## config.mk

```make
export PLATFORM = sky130hd
export DESIGN_NAME = fsol_flash_status
export DESIGN_NICKNAME = d
export VERILOG_FILES = /design/src/fsol_flash_status.v
export VERILOG_INCLUDE_DIRS = /design/src
export SDC_FILE = /design/constraint.sdc
export NUM_CORES = 1
export LEC_CHECK = 0
export BUFFER_PORTS_ARGS = -buffer_cell sky130_fd_sc_hd__buf_2
export CAP_MARGIN = 20
export CELL_PAD_IN_SITES_DETAIL_PLACEMENT = 0
export CELL_PAD_IN_SITES_GLOBAL_PLACEMENT = 2
export CORE_MARGIN = 3
export CORE_UTILIZATION = 23
export CTS_CLUSTER_SIZE = 16
export DETAILED_ROUTE_END_ITERATION = 7
export GPL_ROUTABILITY_DRIVEN = 1
export PLACE_DENSITY = 0.83
export SYNTH_ARGS = -nofsm -noshare
export SYNTH_HDL_FRONTEND = slang
export SYNTH_SLANG_ARGS = --single-unit
```

## constraint.sdc

```tcl
create_clock -name mclk_i -period 2 [get_ports mclk_i]
set_input_delay 0 -clock mclk_i [delete_from_list [all_inputs] [get_ports mclk_i]]
set_output_delay 0 -clock mclk_i [all_outputs]
set_load 0.05 [all_outputs]
```

## src/fsol_defs.vh

```
// fsol_defs.vh: constants for the flash status and option load block
// assumes inclusion by fsol_flash_status.v only
`ifndef FSOL_DEFS_VH
`define FSOL_DEFS_VH
`define FSOL_ADDR_STATE      12'hFF8
`define FSOL_STATE_RESET     8'h00
`define FSOL_CODE_LOCKED     6'h00
`define FSOL_CODE_FIRST      6'h01
`define FSOL_CODE_UNLOCKED   6'h02
`define FSOL_CODE_PROGRAM    6'h08
`define FSOL_CODE_PAGE_ERASE 6'h10
`define FSOL_CODE_MASS_ERASE 6'h20
`define FSOL_CMD_UNLOCK1     8'h73
`define FSOL_CMD_UNLOCK2     8'h8C
`define FSOL_CMD_PAGE_ERASE  8'h95
`define FSOL_CMD_MASS_ERASE  8'h63
`define FSOL_CMD_PROGRAM     8'h01
`define FSOL_PAGE_BYTES      512
`define FSOL_ROW_BYTES       64
`define FSOL_ROWS_PER_PAGE   8
`define FSOL_ADDR_W          16
`define FSOL_HIGH_SECT_BASE  16'hE000
`define FSOL_OPT_ADDR_USER   16'h0000
`define FSOL_OPT_ADDR_RSVD   16'h0001
`define FSOL_OPT_WDT_IRQ     0
`define FSOL_OPT_WDT_ON      1
`define FSOL_OPT_RD_PROT     2
`define FSOL_OPT_WR_PROT     3
`define FSOL_OPT_HS_PROT     4
`define FSOL_OPT_RESET       8'hFF
`endif

```

## src/fsol_flash_status.v

```verilog
// fsol_flash_status.v: flash controller state, unlock tracking, option byte load
// assumes a register-file port on mclk_i and a flash read/write engine outside
`timescale 1ns/1ps
`include "fsol_defs.vh"
// What this block does
// - an erase clears at least one whole 512-byte page
// - each page holds eight rows of 64 bytes
// - high sector write/erase permission is separate from the rest
// - program and erase come from core or debugger in circuit
// - state register readable any time; writes there go to control
// - state codes: locked 0, first unlock 1, unlocked 2
// - upper bits 001 program, 010 page erase, 100 mass erase
// - top two bits of the state register read zero
// - every reset kind loads option bytes into option registers
// - options applied on the same clock edge that reset is released to the core
// - option registers are not reachable from the register file
// - user option byte comes from program address zero
// - option byte picks watchdog response, watchdog enable, read and write protection
module fsol_flash_status (
   input  wire        mclk_i,
   input  wire        rst_i,
   input  wire        short_rst_i,
   input  wire        stop_recover_i,
   input  wire [11:0] rf_addr_i,
   input  wire [7:0]  rf_wdata_i,
   input  wire        rf_wr_i,
   input  wire        rf_rd_i,
   input  wire        dbg_sel_i,
   input  wire [6:0]  page_sel_i,
   input  wire [7:0]  mem_rdata_i,
   input  wire        op_done_i,
   output reg  [7:0]  rf_rdata_o,
   output reg  [15:0] mem_addr_o,
   output reg         mem_rd_o,
   output reg         erase_page_o,
   output reg         erase_mass_o,
   output reg         prog_en_o,
   output reg  [15:0] erase_base_o,
   output reg         hs_write_ok_o,
   output reg         main_write_ok_o,
   output reg         core_hold_o,
   output reg         wdt_irq_sel_o,
   output reg         wdt_en_o,
   output reg         rd_protect_o,
   output reg         op_from_dbg_o
);
   localparam S_LOAD_REQ  = 2'b00;
   localparam S_LOAD_WAIT = 2'b01;
   localparam S_LOAD_TAKE = 2'b10;
   localparam S_RUN       = 2'b11;

   reg [1:0] load_state;
   reg [5:0] ctrl_code;
   reg [7:0] opt_byte;
   reg       short_s1;
   reg       short_s2;
   reg       stop_s1;
   reg       stop_s2;
   reg [5:0] next_code;
   wire      wr_ctrl;
   wire      any_reload;
   wire      busy;
   wire      start_page;
   wire      start_mass;
   wire      run_prog;

   assign wr_ctrl    = rf_wr_i && (rf_addr_i == `FSOL_ADDR_STATE);
   assign any_reload = short_s2 || stop_s2;
   assign busy       = ctrl_code[5] || ctrl_code[4] || ctrl_code[3];
   assign start_page = (next_code == `FSOL_CODE_PAGE_ERASE) && !busy;
   assign start_mass = (next_code == `FSOL_CODE_MASS_ERASE) && !busy;
   assign run_prog   = next_code[3] && !core_hold_o;

   // unlock sequence and operation tracking
   always @* begin
      next_code = ctrl_code;
      if (busy) begin
         if (op_done_i)
            next_code = `FSOL_CODE_LOCKED;
      end else if (wr_ctrl) begin
         case (ctrl_code)
            `FSOL_CODE_LOCKED:
               next_code = (rf_wdata_i == `FSOL_CMD_UNLOCK1) ?
                           `FSOL_CODE_FIRST : `FSOL_CODE_LOCKED;
            `FSOL_CODE_FIRST:
               next_code = (rf_wdata_i == `FSOL_CMD_UNLOCK2) ?
                           `FSOL_CODE_UNLOCKED : `FSOL_CODE_LOCKED;
            `FSOL_CODE_UNLOCKED: begin
               if (rf_wdata_i == `FSOL_CMD_PAGE_ERASE)
                  next_code = `FSOL_CODE_PAGE_ERASE;
               else if (rf_wdata_i == `FSOL_CMD_MASS_ERASE)
                  next_code = `FSOL_CODE_MASS_ERASE;
               else if (rf_wdata_i == `FSOL_CMD_PROGRAM)
                  next_code = `FSOL_CODE_PROGRAM;
               else
                  next_code = `FSOL_CODE_LOCKED;
            end
            default:
               next_code = `FSOL_CODE_LOCKED;
         endcase
      end
   end

   // short reset request is a pin, so synchronise it
   always @(posedge mclk_i or posedge rst_i) begin
      if (rst_i) begin
         short_s1 <= 1'b0;
         short_s2 <= 1'b0;
      end else begin
         short_s1 <= short_rst_i;
         short_s2 <= short_s1;
      end
   end

   // stop-mode recovery is a pin as well
   always @(posedge mclk_i or posedge rst_i) begin
      if (rst_i) begin
         stop_s1 <= 1'b0;
         stop_s2 <= 1'b0;
      end else begin
         stop_s1 <= stop_recover_i;
         stop_s2 <= stop_s1;
      end
   end

   // option byte load runs after every reset kind
   always @(posedge mclk_i or posedge rst_i) begin
      if (rst_i) begin
         load_state  <= S_LOAD_REQ;
         opt_byte    <= `FSOL_OPT_RESET;
         core_hold_o <= 1'b1;
         mem_rd_o    <= 1'b0;
         mem_addr_o  <= `FSOL_OPT_ADDR_USER;
      end else if (any_reload) begin
         load_state  <= S_LOAD_REQ;
         core_hold_o <= 1'b1;
         mem_rd_o    <= 1'b0;
      end else begin
         case (load_state)
            S_LOAD_REQ: begin
               mem_addr_o <= `FSOL_OPT_ADDR_USER;
               mem_rd_o   <= 1'b1;
               load_state <= S_LOAD_WAIT;
            end
            S_LOAD_WAIT: begin
               mem_rd_o   <= 1'b0;
               load_state <= S_LOAD_TAKE;
            end
            S_LOAD_TAKE: begin
               opt_byte   <= mem_rdata_i;
               load_state <= S_RUN;
            end
            S_RUN:
               core_hold_o <= 1'b0;
            default:
               load_state <= S_LOAD_REQ;
         endcase
      end
   end

   // controller state code; held locked while options load
   always @(posedge mclk_i or posedge rst_i) begin
      if (rst_i) begin
         ctrl_code <= `FSOL_CODE_LOCKED;
      end else if (core_hold_o) begin
         ctrl_code <= `FSOL_CODE_LOCKED;
      end else begin
         ctrl_code <= next_code;
      end
   end

   // read port: status at its own address, zero elsewhere
   always @(posedge mclk_i or posedge rst_i) begin
      if (rst_i) begin
         rf_rdata_o <= `FSOL_STATE_RESET;
      end else if (rf_rd_i && rf_addr_i == `FSOL_ADDR_STATE) begin
         rf_rdata_o <= {2'b00, ctrl_code};
      end else begin
         rf_rdata_o <= 8'h00;
      end
   end

   // erase and program strobes toward the flash engine
   always @(posedge mclk_i or posedge rst_i) begin
      if (rst_i) begin
         erase_page_o  <= 1'b0;
         erase_mass_o  <= 1'b0;
         prog_en_o     <= 1'b0;
         erase_base_o  <= 16'h0000;
         op_from_dbg_o <= 1'b0;
      end else begin
         erase_page_o <= start_page;
         erase_mass_o <= start_mass;
         prog_en_o    <= run_prog;
         erase_base_o <= {page_sel_i, 9'h000};
         if (wr_ctrl && !busy)
            op_from_dbg_o <= dbg_sel_i;
      end
   end

   // watchdog options follow the loaded option byte
   always @(posedge mclk_i or posedge rst_i) begin
      if (rst_i) begin
         wdt_irq_sel_o <= 1'b0;
         wdt_en_o      <= 1'b0;
      end else begin
         wdt_irq_sel_o <= opt_byte[`FSOL_OPT_WDT_IRQ];
         wdt_en_o      <= opt_byte[`FSOL_OPT_WDT_ON];
      end
   end

   // read and write protection options
   always @(posedge mclk_i or posedge rst_i) begin
      if (rst_i) begin
         rd_protect_o    <= 1'b0;
         main_write_ok_o <= 1'b0;
         hs_write_ok_o   <= 1'b0;
      end else begin
         rd_protect_o    <= !opt_byte[`FSOL_OPT_RD_PROT];
         main_write_ok_o <= opt_byte[`FSOL_OPT_WR_PROT];
         hs_write_ok_o   <= opt_byte[`FSOL_OPT_HS_PROT];
      end
   end
endmodule

```

Yosys cells after proc, flatten, opt, wreduce, memory -nomap -nowiden
Index checks and enable logic that the tools add are counted.

Register bits after elaboration: 43. Bits of input ports: 43. Output and inout bits: 51. Logic and storage cells: 69.

Eq/ne operators: 13. Muxes and demuxes: 17. Bitwise gates (word level): 1. Reduce and logical (&&, ||, !) cells: 18.

Operator list (count): 6-bit 2-to-1 mux (7); 6-bit case mux with 3 select lines (1); 8-bit by 7-bit equality test with 1-bit output, second input constant (2); 8-bit equality test, second input constant (2); 12-bit equality test, second input constant (1); 8-bit by 1-bit equality test with 1-bit output, second input constant (1); 6-bit by 1-bit equality test with 1-bit output, second input constant (1); 6-bit by 2-bit equality test with 1-bit output, second input constant (1); 6-bit by 5-bit equality test with 1-bit output, second input constant (1); 6-bit equality test, second input constant (1); 1-bit logical AND (6); 6-bit zero test (1); 2-bit case mux with 3 select lines (1); 2-bit equality test, second input constant (2); 1-bit 2-to-1 mux (4); 2-bit 2-to-1 mux (2); 4-bit 2-to-1 mux (1); 4-bit nonzero test (1); 1-bit zero test (3); 1-bit logical OR (3); 3-bit nonzero test (1); 2-bit by 1-bit equality test with 1-bit output, second input constant (1); 2-bit zero test (1); 1-bit case mux with 2 select lines (1); 3 further kinds (3).

Depth between registers and ports, before layout
Word-level depth: 9. Depth in mapped cells: 6. Gate-level depth less buffers: 5.

Worst setup path before layout
Ideal clock, no wire load.

Path type: register to register. From: register prog_en_o (netlist name). To: register op_from_dbg_o. Setup time: 0.125 ns. Arrival time: 2.060 ns. Data required time: 1.875 ns. Slack: -0.185 ns. Stages on the path, launching flop included: 5. Path buffers: 1. Period minus slack after synthesis: 2.185 ns. Cell sequence: dfrtp_1 or4b_4 or4_4 buf_6 mux2_4.

RTL lines: end signal, assigned (line fsol_flash_status.v:197) `op_from_dbg_o <= dbg_sel_i;`; end, declared (line fsol_flash_status.v:45) `output reg op_from_dbg_o`.

Worst setup path in the final report
From: register ctrl_code[5]. To: register op_from_dbg_o.

Longest elaborated chain between the ends: 4.

RTL lines: start, declared (line fsol_flash_status.v:53) `reg [5:0] ctrl_code;`; start signal, assigned (line fsol_flash_status.v:164) `` ctrl_code <= `FSOL_CODE_LOCKED; ``; start signal, assigned (line fsol_flash_status.v:166) `` ctrl_code <= `FSOL_CODE_LOCKED; ``; start signal, assigned (line fsol_flash_status.v:168) `ctrl_code <= next_code;`; 1-bit logical OR (2 in a row) (line fsol_flash_status.v:69) `assign busy = ctrl_code[5] || ctrl_code[4] || ctrl_code[3];`; 1-bit zero test (line fsol_flash_status.v:196) `if (wr_ctrl && !busy)`; 1-bit logical AND (line fsol_flash_status.v:196).

Every way passes these cells. A chain may end at the register's enable or synchronous reset.

==> flow_summary.toml <==
[power_and_ir_drop]
power_frac_seq_pct = 46.8
power.switching_mw = 0.585
p_clk_share_pct = 32.2
internal-power_mw = 1.37
p_leak_nw = 1.18
pwr_density_cell_nw_per_um2 = 839
p_sw_share_pct = 30.0
max-vdd-ir-drop_uv = 264
p_comb_share_pct = 20.9

[global_routing]
grt_pass1_vias = 1174
antenna_found_initial = 0
grt_pass1_wl_um = 5580
grt_max_degree = 41
overflow = 0
grt.total_usage_pct = 8.30

[floorplan]
start_util_pct = 24.5
fp.coreArea_um2 = 7020
ios = 94
dieArea_um2 = 8540
die_height_um = 92.4
die_w_um = 92.4
num_rows = 30

[timing]
hold_viol = 0
fin_tns_setup_ns = 0
finClkSkew_ns = 0.00252
worst_slack_ns = 0.158
slew_headroom_pct = 65.2
whs_ns = 0.0429
fmax_mhz = 543
slew_viol_final = 0
finalSetupViolCount = 0
post-route-min-period_ns = 1.84
finalCritPeriodShare_pct = 92.1
worst_slew_pin_slew_ns = 0.518
rsz0062_at_grt = "false"

[clock_tree]
cts_tree = "done"
clock_path_buffers = 2
cts_inserted_buffers = 5
clk_latency_ns = 0.28
cts.sinks = 40
cts_htree_levels = 2
postCtsSetupBuffers = 0
clockRootBuffer = "clkbuf_8"
clk_pin_slew_ns = 0.07

[critical_path]
r2r_setup_slack_ns = 0.16
critPathCapture = "op_from_dbg_o$_DFFE_PP0P_"
worstPathRequired_ns = 2.18
r2r_start = "ctrl_code[5]$_DFF_PP0_"
rr_worst_depth = 3
crit_type = "reg2reg"
start_kind = "register"
cp-end-kind = "register"
crit_start = "ctrl_code[5]$_DFF_PP0_"
r2r-end = "op_from_dbg_o$_DFFE_PP0P_"
crit_arrival_ns = 2.02
cp_max_fo = 7

[cells_and_area]
areaGrowthSynthToFinish_pct = 35.4
n_fill_cell = 721
layout_commonest_cell = "buf_2"
final_cell_mix = "63 x buf_2, 33 x dfrtp_1, 27 x conb_1"
drive_gt1_share_pct = 38.2
antenna_cells = 0
fin_nets = 271

[placement]
dpl.hpwl_um = 2720
dpl_worst_slack_ns = 0.146
gp_congestion = 0.729
port_buffers = 63

[drt]
first_iter_violations = 79
wl_um = 3610
antenna_left = 0
drt_first_pass_iters = 4
drc = 0
wl_per_cell_um = 11.2
viasPerCell = 3.82
dr_total_vias = 1226

[job]
drv_cap = 0

[yosys]
ys_warn_count = 0
seq_area_frac_synth_pct = 58.7
ys_ff_latch = 40
syn_area_um2 = 1720
synth.avg_cell_area_um2 = 12.3
synth_cell_types = 35
postSynthCellCount = 139

[hold_path]
hold_class = "in2reg"

[run_status]
outcome = "finished, final reports clean"
-- power by group through the flow --
stage | registers, mW | logic [mW] | clock network (mW)
after floorplan | 1.05 | 0.211 | 0
after global placement | 0.926 | 0.380 | 0
after detailed placement | 0.929 | 0.384 | 0
after CTS | 0.914 | 0.411 | 0.651
after global routing | 0.922 | 0.433 | 0.692
final | 0.913 | 0.408 | 0.629
-- worst min-delay path by stage --
stage / slack, ns / cells past startpoint / end / startpoint
5_1_grt: 0.07 / 3 / erase_page_o$_DFF_PP0_ / rf_wdata_i[7]
3_3_place_gp: 0.11 / 1 / erase_base_o[12]$_DFF_PP0_ / page_sel_i[3]
4_1_cts: 0.01 / 3 / erase_page_o$_DFF_PP0_ / rf_wdata_i[4]
3_5_place_dp: 0.11 / 1 / erase_base_o[13]$_DFF_PP0_ / page_sel_i[4]
2_1_floorplan: 0.03 / 0 / erase_base_o[10]$_DFF_PP0_ / page_sel_i[1]
6_report: 0.04 / 4 / ctrl_code[0]$_DFF_PP0_ / rf_wdata_i[3]
-- sequential cells by signal (all words and copies together), names as in the netlist, 2 cells and up --
register / cells
erase_base_o: 7
rf_rdata_o: 6
ctrl_code: 5
opt_byte: 5
load_state: 2
-- metrics by stage --
step	instance area (µm²)	instances	utilization (%)	power (mW)
4_1_cts	2320	321	33.0	1.98
3_3_place_gp	2040	296	29.1	1.31
3_5_place_dp	2040	296	29.1	1.31
2_1_floorplan	1820	165	-	1.26
5_1_grt	2320	321	33.1	2.05
6_report	2320	321	33.1	1.95
-- area by class of cell --
class / count / area [µm²] / area share [%]
Sequential cell: 40 / 1010 / 43.4
Multi-Input combinational cell: 91 / 576 / 24.8
Timing Repair Buffer: 81 / 493 / 21.2
Tap cell: 96 / 120 / 5.17
Clock buffer: 6 / 72.6 / 3.12
Clock inverter: 2 / 35.0 / 1.51
Inverter: 5 / 18.8 / 0.807
-- kinds of logic after synthesis --
kind of cell | count (synthesis) | share of synthesized area, %
AOI/OAI and AO/OA | 10 | 3.79
adders and majority gates | 4 | 2.92
buffers and inverters | 34 | 13.8
DFF | 40 | 58.7
muxes | 6 | 4.08
other | 1 | 0.218
and+or+nand+nor | 44 | 16.5
-- metal layers --
layer	up-vias	global-route usage [%]	wire length, µm
met2	67	13.0	1640
met1	563	9.79	1480
met5	-	0	0
met4	0	3.34	53
met3	5	3.90	434
li1	591	-	-
-- repair_timing --
item | 4_1_cts | 5_1_grt
hold buffers | 17 | 0
resized for setup | 0 | 1
setup endpoints to repair | 0 | 1
endpoints found under the hold margin | 50 | 0
-- synth_stat cells --
master / n / area, µm²
clkbuf_1: 1 / 3.75
o21ai_0: 4 / 20.0
mux2i_1: 1 / 10.0
or4bb_1: 1 / 11.3
or4_4: 1 / 11.3
conb_1: 1 / 3.75
nor2b_1: 2 / 12.5
nor4bb_1: 1 / 10.0
and4b_1: 1 / 10.0
and2_1: 7 / 43.8
buf_6: 1 / 11.3
nand3b_1: 1 / 7.51
nand4b_1: 1 / 8.76
nor2_1: 4 / 15.0
a21oi_1: 1 / 5.00
nand2_1: 1 / 3.75
dfrtp_1: 34 / 851
mux2_2: 4 / 45.0
o31a_1: 1 / 8.76
or3_1: 2 / 12.5
buf_4: 27 / 203
dfstp_2: 6 / 158
nand3_1: 4 / 20.0
o21a_1: 3 / 22.5
nor3b_1: 2 / 15.0
or4b_4: 1 / 13.8
nor4_1: 1 / 6.26
nor3_1: 7 / 35.0
ha_1: 4 / 50.1
inv_1: 5 / 18.8
nand4_1: 4 / 25.0
mux2_4: 1 / 15.0
a31o_1: 1 / 8.76
nor4b_1: 1 / 8.76
and3_1: 2 / 12.5
-- critical path, cell delays in order (launching register included) --
cell and delay (ns):
dfrtp_1 0.40, or4b_4 0.54, or4_4 0.48, mux2_4 0.31
(Power assumes the default switching activity.)
